===== src/rtl/scp_defines.svh =====
/*
  Constants of the SCSI parity block: offsets, bit positions, sizes.
  Assumes inclusion by bare name.
*/
`ifndef SCP_DEFINES_SVH
`define SCP_DEFINES_SVH

// **********
// Register offsets (4-bit address, 8-bit data)
// **********
`define SCP_OFS_SCSI_CTRL_A 4'h0
`define SCP_OFS_SCSI_CTRL_B 4'h1
`define SCP_OFS_SCSI_IRQ_ENABLE_A 4'h2
`define SCP_OFS_SCSI_IRQ_STATUS_A 4'h3
`define SCP_OFS_SCSI_STAT_A 4'h4
`define SCP_OFS_SCSI_STAT_B 4'h5
`define SCP_OFS_SCSI_STAT_C 4'h6
`define SCP_OFS_CHIP_TEST_A 4'h7
`define SCP_OFS_CHIP_TEST_C 4'h8
`define SCP_OFS_CHIP_TEST_E 4'h9
`define SCP_OFS_DMA_FIFO_TEST_PORT 4'ha
`define SCP_OFS_SCSI_TEST_B 4'hb
`define SCP_OFS_SCSI_TEST_D 4'hc
`define SCP_OFS_SCSI_OUTPUT_DATA_LATCH 4'hd

// **********
// Bit positions
// **********
`define SCP_BIT_ATN_ON_PAR 1
`define SCP_BIT_PARITY_GEN_EN 2
`define SCP_BIT_PARITY_CHECK_EN 3
`define SCP_BIT_EVEN_PARITY_SEL 2
`define SCP_BIT_HALT_ON_PARITY_CTL 5
`define SCP_BIT_PARITY_IRQ_EN 0
`define SCP_BIT_PARITY_ERR 0
`define SCP_BIT_LIVE_PAR 0
`define SCP_BIT_LATCHED_PAR 3
`define SCP_BIT_DMA_FIFO_PAR 3
`define SCP_BIT_REGEN_RX_PAR 4
`define SCP_BIT_HOST_PAR_CHECK 3
`define SCP_BIT_SCSI_FIFO_PAR 0
`define SCP_BIT_SCSI_FIFO_TEST 0

// **********
// Reset values and sizes
// **********
`define SCP_RST_BYTE 8'h00
`define SCP_DMA_LANES 4
`define SCP_DMA_DEPTH 24
`define SCP_SFIFO_DEPTH 8

`endif


===== src/rtl/scp_pkg.sv =====
/*
  Types shared by the SCSI parity control block.
  Assumes scp_defines.svh is on the include path.
*/
`default_nettype none

package scp_pkg;

  // **********
  // A byte together with its parity bit
  // **********
  typedef struct packed {
    logic par;
    logic [7:0] data;
  } scp_pbyte_s;

  // Transfer direction seen from the SCSI bus
  typedef enum logic {
    SCP_RECEIVE,
    SCP_SEND
  } scp_dir_e;

endpackage

`default_nettype wire


===== src/rtl/scp_parity_ctrl.sv =====
/*
  SCSI parity control: parity generation, pass-through and checking between
  a 32-bit host data path with four byte parity lines and a 16-bit SCSI bus
  with low and high parity lines; parity error status, ATN, halt and
  interrupt signalling; parity lanes of the DMA FIFO and SCSI FIFO test access.
  Assumes host-side inputs come from logic on clk_i; SCSI pins are async and
  are synchronised here. Registers are reached over a plain strobe port.
*/
`include "scp_defines.svh"
`default_nettype none

// Contract
// - Initiator with ATN-on-parity set asserts ATN on any SCSI or host parity error.
// - Generation enabled computes SCSI parity; disabled passes parity through.
// - Checking disabled means no parity error is ever reported.
// - Checking with generation checks received SCSI bytes for odd parity.
// - Checking without generation checks SCSI data, and host data with the host-parity-check bit set, for odd parity.
// - Even-parity select drives even SCSI parity, else odd, in every mode; in pass-through the code only inverts the passed host parity when set.
// - Pass-through carries host parity lines to SCSI and SCSI parity back.
// - Generation ignores host parity lines and leaves them undriven on receive.
// - Pass-through regenerate bit replaces received SCSI parity with new parity.
// - Host-parity-check bit, generation off, checks host data taken in.
// - Parity error status bit sets on any detected SCSI or host error.
// - Interrupt on parity error only with enable set, both modes.
// - Halt-on-parity set halts in target mode only; clear never halts.
// - Halt and interrupt decisions are made independently.
// - Initiator parity interrupt waits until the block move completes.
// - Live SCSI low and high parity read as bit 0 of two status registers.
// - Input-latch parity of low and high bytes reads as bit 3.
// - DMA FIFO test port read exposes popped entry parity in a status bit.
// - DMA FIFO test port write stores the write-only test bit as parity.
// - With SCSI FIFO test access, output-latch reads pop it and show parity.
// - DMA FIFO is four 9-bit byte lanes, twenty-four entries deep.
module scp_parity_ctrl #(
  parameter int DMA_DEPTH = `SCP_DMA_DEPTH,
  parameter int SFIFO_DEPTH = `SCP_SFIFO_DEPTH
) (
  // Clock and reset
  input wire logic clk_i,
  input wire logic rst_b_i,
  // Register port
  input wire logic [3:0] reg_addr_i,
  input wire logic [7:0] reg_wdata_i,
  input wire logic reg_wr_i,
  input wire logic reg_rd_i,
  output logic [7:0] reg_rdata_o,
  // Operating mode from the sequencer
  input wire logic initiator_i,
  input wire scp_pkg::scp_dir_e dir_i,
  input wire logic tx_hi_sel_i,
  input wire logic block_move_done_i,
  // Host data path
  input wire logic host_valid_i,
  input wire logic [31:0] host_data_i,
  input wire logic [3:0] host_parity_lines_i,
  output logic [31:0] host_rx_data_o,
  output logic [3:0] host_parity_lines_o,
  output logic [3:0] host_parity_lines_oe_o,
  // SCSI bus data and parity
  input wire logic [15:0] scsi_data_i,
  input wire logic scsi_parity_low_i,
  input wire logic scsi_parity_high_i,
  input wire logic scsi_rx_strobe_i,
  output logic [15:0] scsi_data_o,
  output logic scsi_parity_low_o,
  output logic scsi_parity_high_o,
  output logic scsi_oe_o,
  // Error reactions
  output logic atn_o,
  output logic halt_o,
  output logic parity_irq_o
);

  localparam int DMA_ENTRIES = `SCP_DMA_LANES * DMA_DEPTH;
  localparam int SPW = $clog2(SFIFO_DEPTH);

  // **********
  // State
  // **********
  typedef struct packed {
    logic atn_en;
    logic gen_en;
    logic chk_en;
    logic even_sel;
    logic halt_ctl;
    logic irq_en;
    logic par_err;
    logic regen;
    logic fifo_par_wr;
    logic dma_par_rd;
    logic host_chk;
    logic sfifo_test;
    logic sfifo_par_rd;
    logic [15:0] sync_data_a;
    logic [15:0] sync_data_b;
    logic [1:0] sync_par_a;
    logic [1:0] sync_par_b;
    logic sync_stb_a;
    logic sync_stb_b;
    logic stb_prev;
    logic [15:0] in_latch;
    logic [1:0] in_par;
    logic [15:0] tx_data;
    logic [1:0] tx_par;
    logic tx_oe;
    logic [31:0] host_rx;
    logic [3:0] host_par;
    logic [3:0] host_par_oe;
    logic atn;
    logic halt;
    logic irq;
    logic irq_pend;
    logic [7:0] rdata;
    scp_pkg::scp_pbyte_s [`SCP_DMA_LANES-1:0][DMA_DEPTH-1:0] dma_mem;
    logic [6:0] dma_wr_idx;
    logic [6:0] dma_rd_idx;
    logic [6:0] dma_cnt;
    scp_pkg::scp_pbyte_s [SFIFO_DEPTH-1:0] sfifo_mem;
    logic [SPW-1:0] sfifo_wr;
    logic [SPW-1:0] sfifo_rd;
    logic [SPW:0] sfifo_cnt;
  } scp_state_s;

  scp_state_s state_ff;
  scp_state_s nxt_state;

  // **********
  // Helpers
  // **********
  // Parity bit to drive for a byte in the selected sense
  function automatic logic scp_gen_par(input logic [7:0] b, input logic even);
    scp_gen_par = (~^b) ^ even;
  endfunction

  // High when a byte and its parity fail the odd check
  function automatic logic scp_odd_bad(input logic [7:0] b, input logic p);
    scp_odd_bad = ~(^{b, p});
  endfunction

  // Next DMA FIFO slot: lanes fill first, then the entry moves on
  function automatic logic [6:0] scp_dma_next(input logic [6:0] idx);
    logic [1:0] lane;
    logic [4:0] ent;
    lane = idx[6:5];
    ent = idx[4:0];
    if (lane == 2'(`SCP_DMA_LANES - 1)) begin
      lane = 2'h0;
      ent = (ent == 5'(DMA_DEPTH - 1)) ? 5'h00 : ent + 5'h01;
    end else begin
      lane = lane + 2'h1;
    end
    scp_dma_next = {lane, ent};
  endfunction

  // **********
  // Combinational next state
  // **********
  logic rx_event;
  logic scsi_err;
  logic host_err;
  logic par_err_now;
  logic host_chk_active;
  logic [15:0] tx_word;
  logic [1:0] tx_hpar;
  logic [1:0] rx_gen_par;
  logic status_clear;
  logic dma_wr;
  logic dma_rd;
  logic sfifo_pop;
  logic sfifo_push;
  scp_pkg::scp_pbyte_s dma_rd_entry;

  always_comb begin
    nxt_state = state_ff;
    // Second stage only feeds logic, the first never does
    nxt_state.sync_data_a = scsi_data_i;
    nxt_state.sync_data_b = state_ff.sync_data_a;
    nxt_state.sync_par_a = {scsi_parity_high_i, scsi_parity_low_i};
    nxt_state.sync_par_b = state_ff.sync_par_a;
    nxt_state.sync_stb_a = scsi_rx_strobe_i;
    nxt_state.sync_stb_b = state_ff.sync_stb_a;
    nxt_state.stb_prev = state_ff.sync_stb_b;
    rx_event = state_ff.sync_stb_b & ~state_ff.stb_prev;

    // Error detection, all gated by the checking enable
    scsi_err = state_ff.chk_en & rx_event &
               (scp_odd_bad(state_ff.sync_data_b[7:0], state_ff.sync_par_b[0]) |
                scp_odd_bad(state_ff.sync_data_b[15:8], state_ff.sync_par_b[1]));
    host_chk_active = state_ff.chk_en & ~state_ff.gen_en & state_ff.host_chk;
    host_err = 1'b0;
    for (int i = 0; i < 4; i++) begin
      host_err = host_err |
                 scp_odd_bad(host_data_i[8*i +: 8], host_parity_lines_i[i]);
    end
    host_err = host_err & host_valid_i & host_chk_active;
    par_err_now = scsi_err | host_err;

    // Send path: generate or pass through, then apply the sense
    tx_word = tx_hi_sel_i ? host_data_i[31:16] : host_data_i[15:0];
    tx_hpar = tx_hi_sel_i ? host_parity_lines_i[3:2] : host_parity_lines_i[1:0];
    nxt_state.tx_oe = (dir_i == scp_pkg::SCP_SEND);
    if (host_valid_i && dir_i == scp_pkg::SCP_SEND) begin
      nxt_state.tx_data = tx_word;
      if (state_ff.gen_en) begin
        // Host lines ignored while generating
        nxt_state.tx_par[0] = scp_gen_par(tx_word[7:0], state_ff.even_sel);
        nxt_state.tx_par[1] = scp_gen_par(tx_word[15:8], state_ff.even_sel);
      end else begin
        // Sense select also flips passed parity, which lets bad parity be sent
        nxt_state.tx_par = tx_hpar ^ {2{state_ff.even_sel}};
      end
    end

    // Receive path: input latch and parity back to the host lanes
    rx_gen_par[0] = scp_gen_par(state_ff.sync_data_b[7:0], 1'b0);
    rx_gen_par[1] = scp_gen_par(state_ff.sync_data_b[15:8], 1'b0);
    if (rx_event) begin
      nxt_state.in_latch = state_ff.sync_data_b;
      nxt_state.in_par = state_ff.sync_par_b;
      nxt_state.host_rx = {state_ff.sync_data_b, state_ff.sync_data_b};
      if (state_ff.regen) begin
        nxt_state.host_par = {rx_gen_par, rx_gen_par};
      end else begin
        nxt_state.host_par = {state_ff.sync_par_b, state_ff.sync_par_b};
      end
    end
    // Lines driven only in pass-through while receiving
    nxt_state.host_par_oe = {4{~state_ff.gen_en & (dir_i == scp_pkg::SCP_RECEIVE)}};

    // Error reactions
    status_clear = reg_wr_i && reg_addr_i == `SCP_OFS_SCSI_IRQ_STATUS_A &&
                   reg_wdata_i[`SCP_BIT_PARITY_ERR];
    if (status_clear) begin
      nxt_state.par_err = 1'b0;
      nxt_state.atn = 1'b0;
      nxt_state.irq = 1'b0;
      nxt_state.irq_pend = 1'b0;
    end
    // Set wins over a clear in the same cycle
    if (par_err_now) begin
      nxt_state.par_err = 1'b1;
    end
    if (par_err_now && initiator_i && state_ff.atn_en) begin
      nxt_state.atn = 1'b1;
    end
    nxt_state.halt = par_err_now & ~initiator_i & state_ff.halt_ctl;
    if (par_err_now && state_ff.irq_en) begin
      if (initiator_i) begin
        nxt_state.irq_pend = 1'b1;
      end else begin
        nxt_state.irq = 1'b1;
      end
    end
    // Deferred initiator interrupt released at the end of the move
    if (state_ff.irq_pend && block_move_done_i) begin
      nxt_state.irq = 1'b1;
      nxt_state.irq_pend = 1'b0;
    end

    // SCSI FIFO fills from received low bytes
    sfifo_push = rx_event && (state_ff.sfifo_cnt != (SPW+1)'(SFIFO_DEPTH));
    sfifo_pop = reg_rd_i && reg_addr_i == `SCP_OFS_SCSI_OUTPUT_DATA_LATCH &&
                state_ff.sfifo_test && state_ff.sfifo_cnt != '0;
    if (sfifo_push) begin
      nxt_state.sfifo_mem[state_ff.sfifo_wr] = {state_ff.sync_par_b[0],
                                                state_ff.sync_data_b[7:0]};
      nxt_state.sfifo_wr = state_ff.sfifo_wr + SPW'(1);
    end
    if (sfifo_pop) begin
      nxt_state.sfifo_par_rd = state_ff.sfifo_mem[state_ff.sfifo_rd].par;
      nxt_state.sfifo_rd = state_ff.sfifo_rd + SPW'(1);
    end
    nxt_state.sfifo_cnt = state_ff.sfifo_cnt + (SPW+1)'(sfifo_push) - (SPW+1)'(sfifo_pop);

    // DMA FIFO test port, one byte lane per access
    dma_wr = reg_wr_i && reg_addr_i == `SCP_OFS_DMA_FIFO_TEST_PORT &&
             state_ff.dma_cnt != 7'(DMA_ENTRIES);
    dma_rd = reg_rd_i && reg_addr_i == `SCP_OFS_DMA_FIFO_TEST_PORT &&
             state_ff.dma_cnt != 7'h00;
    dma_rd_entry = state_ff.dma_mem[state_ff.dma_rd_idx[6:5]][state_ff.dma_rd_idx[4:0]];
    if (dma_wr) begin
      nxt_state.dma_mem[state_ff.dma_wr_idx[6:5]][state_ff.dma_wr_idx[4:0]] =
        {state_ff.fifo_par_wr, reg_wdata_i};
      nxt_state.dma_wr_idx = scp_dma_next(state_ff.dma_wr_idx);
    end
    if (dma_rd) begin
      nxt_state.dma_par_rd = dma_rd_entry.par;
      nxt_state.dma_rd_idx = scp_dma_next(state_ff.dma_rd_idx);
    end
    nxt_state.dma_cnt = state_ff.dma_cnt + 7'(dma_wr) - 7'(dma_rd);

    // Register writes
    if (reg_wr_i) begin
      case (reg_addr_i)
        `SCP_OFS_SCSI_CTRL_A: begin
          nxt_state.atn_en = reg_wdata_i[`SCP_BIT_ATN_ON_PAR];
          nxt_state.gen_en = reg_wdata_i[`SCP_BIT_PARITY_GEN_EN];
          nxt_state.chk_en = reg_wdata_i[`SCP_BIT_PARITY_CHECK_EN];
        end
        `SCP_OFS_SCSI_CTRL_B: begin
          nxt_state.even_sel = reg_wdata_i[`SCP_BIT_EVEN_PARITY_SEL];
          nxt_state.halt_ctl = reg_wdata_i[`SCP_BIT_HALT_ON_PARITY_CTL];
        end
        `SCP_OFS_SCSI_IRQ_ENABLE_A: begin
          nxt_state.irq_en = reg_wdata_i[`SCP_BIT_PARITY_IRQ_EN];
        end
        `SCP_OFS_CHIP_TEST_A: begin
          nxt_state.fifo_par_wr = reg_wdata_i[`SCP_BIT_DMA_FIFO_PAR];
          nxt_state.regen = reg_wdata_i[`SCP_BIT_REGEN_RX_PAR];
        end
        `SCP_OFS_CHIP_TEST_E: begin
          nxt_state.host_chk = reg_wdata_i[`SCP_BIT_HOST_PAR_CHECK];
        end
        `SCP_OFS_SCSI_TEST_D: begin
          nxt_state.sfifo_test = reg_wdata_i[`SCP_BIT_SCSI_FIFO_TEST];
        end
        default: begin
        end
      endcase
    end

    // Register reads, data valid only in the following cycle
    nxt_state.rdata = `SCP_RST_BYTE;
    if (reg_rd_i) begin
      case (reg_addr_i)
        `SCP_OFS_SCSI_CTRL_A: begin
          nxt_state.rdata[`SCP_BIT_ATN_ON_PAR] = state_ff.atn_en;
          nxt_state.rdata[`SCP_BIT_PARITY_GEN_EN] = state_ff.gen_en;
          nxt_state.rdata[`SCP_BIT_PARITY_CHECK_EN] = state_ff.chk_en;
        end
        `SCP_OFS_SCSI_CTRL_B: begin
          nxt_state.rdata[`SCP_BIT_EVEN_PARITY_SEL] = state_ff.even_sel;
          nxt_state.rdata[`SCP_BIT_HALT_ON_PARITY_CTL] = state_ff.halt_ctl;
        end
        `SCP_OFS_SCSI_IRQ_ENABLE_A: begin
          nxt_state.rdata[`SCP_BIT_PARITY_IRQ_EN] = state_ff.irq_en;
        end
        `SCP_OFS_SCSI_IRQ_STATUS_A: begin
          nxt_state.rdata[`SCP_BIT_PARITY_ERR] = state_ff.par_err;
        end
        `SCP_OFS_SCSI_STAT_A: begin
          nxt_state.rdata[`SCP_BIT_LIVE_PAR] = state_ff.sync_par_b[0];
        end
        `SCP_OFS_SCSI_STAT_B: begin
          nxt_state.rdata[`SCP_BIT_LATCHED_PAR] = state_ff.in_par[0];
        end
        `SCP_OFS_SCSI_STAT_C: begin
          nxt_state.rdata[`SCP_BIT_LIVE_PAR] = state_ff.sync_par_b[1];
          nxt_state.rdata[`SCP_BIT_LATCHED_PAR] = state_ff.in_par[1];
        end
        `SCP_OFS_CHIP_TEST_A: begin
          // Parity test bit is write-only
          nxt_state.rdata[`SCP_BIT_REGEN_RX_PAR] = state_ff.regen;
        end
        `SCP_OFS_CHIP_TEST_C: begin
          nxt_state.rdata[`SCP_BIT_DMA_FIFO_PAR] = state_ff.dma_par_rd;
        end
        `SCP_OFS_CHIP_TEST_E: begin
          nxt_state.rdata[`SCP_BIT_HOST_PAR_CHECK] = state_ff.host_chk;
        end
        `SCP_OFS_DMA_FIFO_TEST_PORT: begin
          nxt_state.rdata = dma_rd ? dma_rd_entry.data : `SCP_RST_BYTE;
        end
        `SCP_OFS_SCSI_TEST_B: begin
          nxt_state.rdata[`SCP_BIT_SCSI_FIFO_PAR] = state_ff.sfifo_par_rd;
        end
        `SCP_OFS_SCSI_TEST_D: begin
          nxt_state.rdata[`SCP_BIT_SCSI_FIFO_TEST] = state_ff.sfifo_test;
        end
        `SCP_OFS_SCSI_OUTPUT_DATA_LATCH: begin
          nxt_state.rdata = sfifo_pop ? state_ff.sfifo_mem[state_ff.sfifo_rd].data :
                            state_ff.tx_data[7:0];
        end
        default: begin
        end
      endcase
    end
  end

  // **********
  // State register
  // **********
  // Whole state cleared by chip reset, FIFO contents included
  always_ff @(posedge clk_i) begin
    if (!rst_b_i) begin
      state_ff <= '0;
    end else begin
      state_ff <= nxt_state;
    end
  end

  // **********
  // Outputs
  // **********
  // All outputs come straight from state flip-flops
  assign reg_rdata_o = state_ff.rdata;
  assign host_rx_data_o = state_ff.host_rx;
  assign host_parity_lines_o = state_ff.host_par;
  assign host_parity_lines_oe_o = state_ff.host_par_oe;
  assign scsi_data_o = state_ff.tx_data;
  assign scsi_parity_low_o = state_ff.tx_par[0];
  assign scsi_parity_high_o = state_ff.tx_par[1];
  assign scsi_oe_o = state_ff.tx_oe;
  assign atn_o = state_ff.atn;
  assign halt_o = state_ff.halt;
  assign parity_irq_o = state_ff.irq;

endmodule

`default_nettype wire


===== config.mk =====
export PLATFORM = sky130hd
export DESIGN_NAME = scp_parity_ctrl
export DESIGN_NICKNAME = d
export VERILOG_FILES = /design/src/rtl/scp_pkg.sv /design/src/rtl/scp_parity_ctrl.sv
export VERILOG_INCLUDE_DIRS = /design/src /design/src/rtl
export SDC_FILE = /design/constraint.sdc
export NUM_CORES = 2
export LEC_CHECK = 0
export BUFFER_PORTS_ARGS = -buffer_cell sky130_fd_sc_hd__buf_2
export CAP_MARGIN = 20
export CORE_UTILIZATION = 57
export CTS_CLUSTER_DIAMETER = 150
export CTS_CLUSTER_SIZE = 16
export DETAILED_ROUTE_END_ITERATION = 10
export GPL_ROUTABILITY_DRIVEN = 0
export PLACE_DENSITY = 0.76
export REMOVE_ABC_BUFFERS = 1
export SYNTH_ARGS = -nofsm -noshare
export SYNTH_HDL_FRONTEND = slang
export SYNTH_SLANG_ARGS = --single-unit

===== constraint.sdc =====
create_clock -name clk_i -period 4.4 [get_ports clk_i]
set_input_delay 0.66 -clock clk_i [delete_from_list [all_inputs] [get_ports clk_i]]
set_output_delay 0.66 -clock clk_i [all_outputs]
set_load 0.01 [all_outputs]

==> key figures <==
Worst hold path
  – Worst hold path type: input port to register

Final layout
  – Layout Area Growth over Synthesis: 5.454%
  – Antenna cells: 0
  – Final non-filler cell total: roughly 6300
  – Fin util: between 60 and 70%
  – Final net count: 5282
  – FILL cells: 7052
  – Layout cell share with drive strength beyond 1: about an eighth

Synth
  – Area contributors post-synth: dfxtp_1, mux4_2, a21oi_1
  – Mean post-synth cell area: approximately 9 µm²
  – Synth top cells by count: dfxtp_1, nand2_1, a21oi_1, nand3_1, clkbuf_1
  – Seq/Total Area, Yosys: approximately 44%
  – Async set-reset flop share out of synthesis: 0%
  – Post-synth top area share: between 40% and 50%
  – YS warnings: 0
  – Most instantiated library cell after synthesis: dfxtp_1
  – Post-synth EDFFs: 0
  – Largest area contributor in the netlist: dfxtp_1
  – Syn Std Cell Area: about 0.049 mm²
  – Flops & latches, synth: between 1000 and 1500
  – Mapped Cells: 5420
  – Unique masters post-synth: between 70 and 80
  – Synth Flop Type: dfxtp_1

STA
  – Max Slew Vio Count: 0
  – Clock skew: roughly 0.031 ns
  – Worst slew pin tran: between 1 and 1.5 ns
  – Final period demand of the worst path: between 3 and 4 ns
  – Final TNS setup: 0 ns
  – Smallest setup slack after layout: ~0.76 ns
  – FMAX: ~0.27 GHz
  – Crit share post-route: just over 80%
  – Final setup viols: 0
  – Max_slew headroom: 24.65%
  – RSZ-0062 raised after global routing: false
  – Hold violation count in the final report: 0

Global route
  – Vias in the first global route: ~37000
  – Initial antenna violation count: 1
  – Grt ovf: 0
  – Global-route wire length before repair: approximately 210000 µm
  – Pin count of the biggest net entering global routing: ~120
  – Overall routing resource usage: between 30% and 40%

Route
  – Via-to-Cell Ratio: 6.299
  – Routed len/inst: around 21 µm
  – DR pass1 iterations: 9
  – # DRC: 0
  – Total Wirelength: approximately 140000 µm
  – First DRT Iteration DRCs: between 4000 and 5000
  – Via count: slightly below 40000
  – Final ANT Viol Nets: 0

Worst setup path
  – Crit start category: register
  – Family with the most delay on the worst path: adder cells
  – Crit-path cells: inv_1, ha_1, or3b_1, o311ai_2, inv_1, ha_1, inv_1, ha_1, inv_1, fa_1, nand2b_1, a21oi_1, o21ai_0, a21oi_1, or3_1, a21oi_1
  – CP max FO: 6
  – Crit end category: register
  – Critical path data required time: 4.90 ns
  – Buf/Inv on CP: 4
  – WS Path Type: register to register
  – CP most frequent cell: inv_1
  – Slowest cell delay on critical path: roughly 0.48 ns
  – Worst EP arrival: between 4 and 5 ns
  – Critical path's slowest cell: o311ai_2

Floorplan
  – Initial core utilization: around 58%
  – # rows: between 100 and 150
  – Total core area: 0.08395 mm²
  – Number of top-level pins: between 100 and 150
  – Die Y: 293.8 µm
  – Chip width: 293.8 µm
  – Die area: 0.08633 mm²

Power and ir drop
  – Worst ir drop on vdd: roughly 300 µV
  – Leak: 16.50 nW
  – Pwr per Cell Area: between 300 and 400 mW/mm²

CTS
  – Max H-tree Level: 3
  – Clk sink count: 1071
  – Total CTS buffers: 76
  – # Post-CTS Setup Buffers: 0
  – CTS root buffer: clkbuf_16
  – Hold_buf cts: 0
  – Longest Clk Path Bufs: 3
  – Post-CTS resize count: 0
  – Clk pin slew, worst setup/hold paths: around 0.080 ns
  – Clk_lat worst skew: about 0.65 ns
  – CTS tree: done

Job
  – Max cap viols: 0

Placement
  – DP HPWL: around 83000 µm
  – Place WS: around 0.76 ns
  – IO buf count: 145
  – Placed Cells: between 6000 and 7000

Status
  – Status: completed
area by class of cell:
cell class	count	area, µm²	area share (%)
multi-input combinational	3732	24260	47.40
clock inverter	1	8.758	0.01711
tap	1134	1419	2.772
clock buffer	82	1988	3.884
timing repair buffer	266	1933	3.776
sequential	1071	21460	41.92
inverter	29	116.4	0.2273
layer usage:
layer	GRT usage, %	wire, µm	up-vias
met5	0	12	-
met4	12.74	5364	2
met3	4.539	11450	290
met2	48.72	63310	1847
met1	41.78	55000	19290
li1	-	-	18350
metrics by stage:
stage | power (mW) | hold WS (ns) | instance area (µm²)
2_1_floorplan | 10.53 | 0.4118 | 45730
3_3_place_gp | 10.94 | 0.4143 | 49180
3_5_place_dp | 10.94 | 0.4199 | 49180
4_1_cts | 17.29 | 0.1902 | 51180
5_1_grt | 17.73 | 0.2061 | 51190
6_report | 17.25 | 0.2044 | 51190
cells in the final DEF (no fill, tap or decap), types with 10 or more instances in the layout:
| cell type | n |
|---|---|
| nor3_1 | 11 |
| nand4_1 | 11 |
| mux4_2 | 201 |
| nor2_1 | 248 |
| o21ai_0 | 224 |
| buf_12 | 22 |
| and2_1 | 49 |
| o211ai_1 | 10 |
| nand2_1 | 884 |
| mux4_1 | 33 |
| dfxtp_1 | 1066 |
| a211oi_1 | 22 |
| a22oi_1 | 25 |
| buf_4 | 106 |
| xnor2_1 | 51 |
| inv_1 | 27 |
| buf_2 | 137 |
| a21oi_1 | 845 |
| ha_1 | 28 |
| nand2b_1 | 10 |
| mux2i_1 | 280 |
| nand2_2 | 52 |
| clkbuf_16 | 79 |
| nand3_1 | 596 |
| nor2_2 | 13 |
worst reg2reg max path, cell delays in order (launching register included):
cell      delay [ns]
dfxtp_1         0.32
inv_1           0.09
ha_1            0.15
or3b_1          0.41
o311ai_2        0.48
inv_1           0.21
ha_1            0.32
inv_1           0.07
ha_1            0.16
inv_1           0.06
fa_1            0.42
nand2b_1        0.16
a21oi_1         0.17
o21ai_0         0.12
a21oi_1         0.18
or3_1           0.13
a21oi_1         0.06
sequential cells by signal, indices dropped and copies added (netlist names):
register and cells:
atn_o 1, halt_o 1, host_parity_lines_o 2, host_parity_lines_oe_o 1
host_rx_data_o 16, nxt_state 20, parity_irq_o 1, reg_rdata_o 8
scsi_data_o 16, scsi_oe_o 1, scsi_parity_high_o 1, scsi_parity_low_o 1
state_ff 1002
report_power, final:
group | internal (mW) | switching (mW) | leakage (nW) | total (mW)
combinational | 0.316 | 0.625 | 6.87 | 0.941
sequential | 9.74 | 0.0576 | 8.64 | 9.79
clock | 3.19 | 3.33 | 0.982 | 6.52
cells by family (layout without fill, tap and decap cells):
kind of cell	Yosys count	count (layout)	synth area share [%]
buffers and inverters	617	378	6.021
xor gates and xnor gates	62	62	1.289
adders and majority gates	30	30	0.8042
AOI/OAI and AO/OA	1191	1191	12.98
and+or+nand+nor	1921	1921	17.38
muxes	528	528	17.35
DFF	1071	1071	44.17
worst paths after layout:
| kind | slack, ns | startpoint | end | depth (start not counted) |
|---|---|---|---|---|
| max | 0.76 | state_ff[84]$_SDFF_PN0_ | state_ff[88]$_SDFF_PN0_ | 16 |
| min | 0.20 | dir_i | host_parity_lines_oe_o[0]$_SDFF_PN0_ | 2 |
| max reg2reg | 0.76 | state_ff[84]$_SDFF_PN0_ | state_ff[88]$_SDFF_PN0_ | 16 |
| min reg2reg | 0.44 | nxt_state[1057]$_SDFF_PN0_ | nxt_state[1056]$_SDFF_PN0_ | 1 |
(Power assumes the default switching activity.)
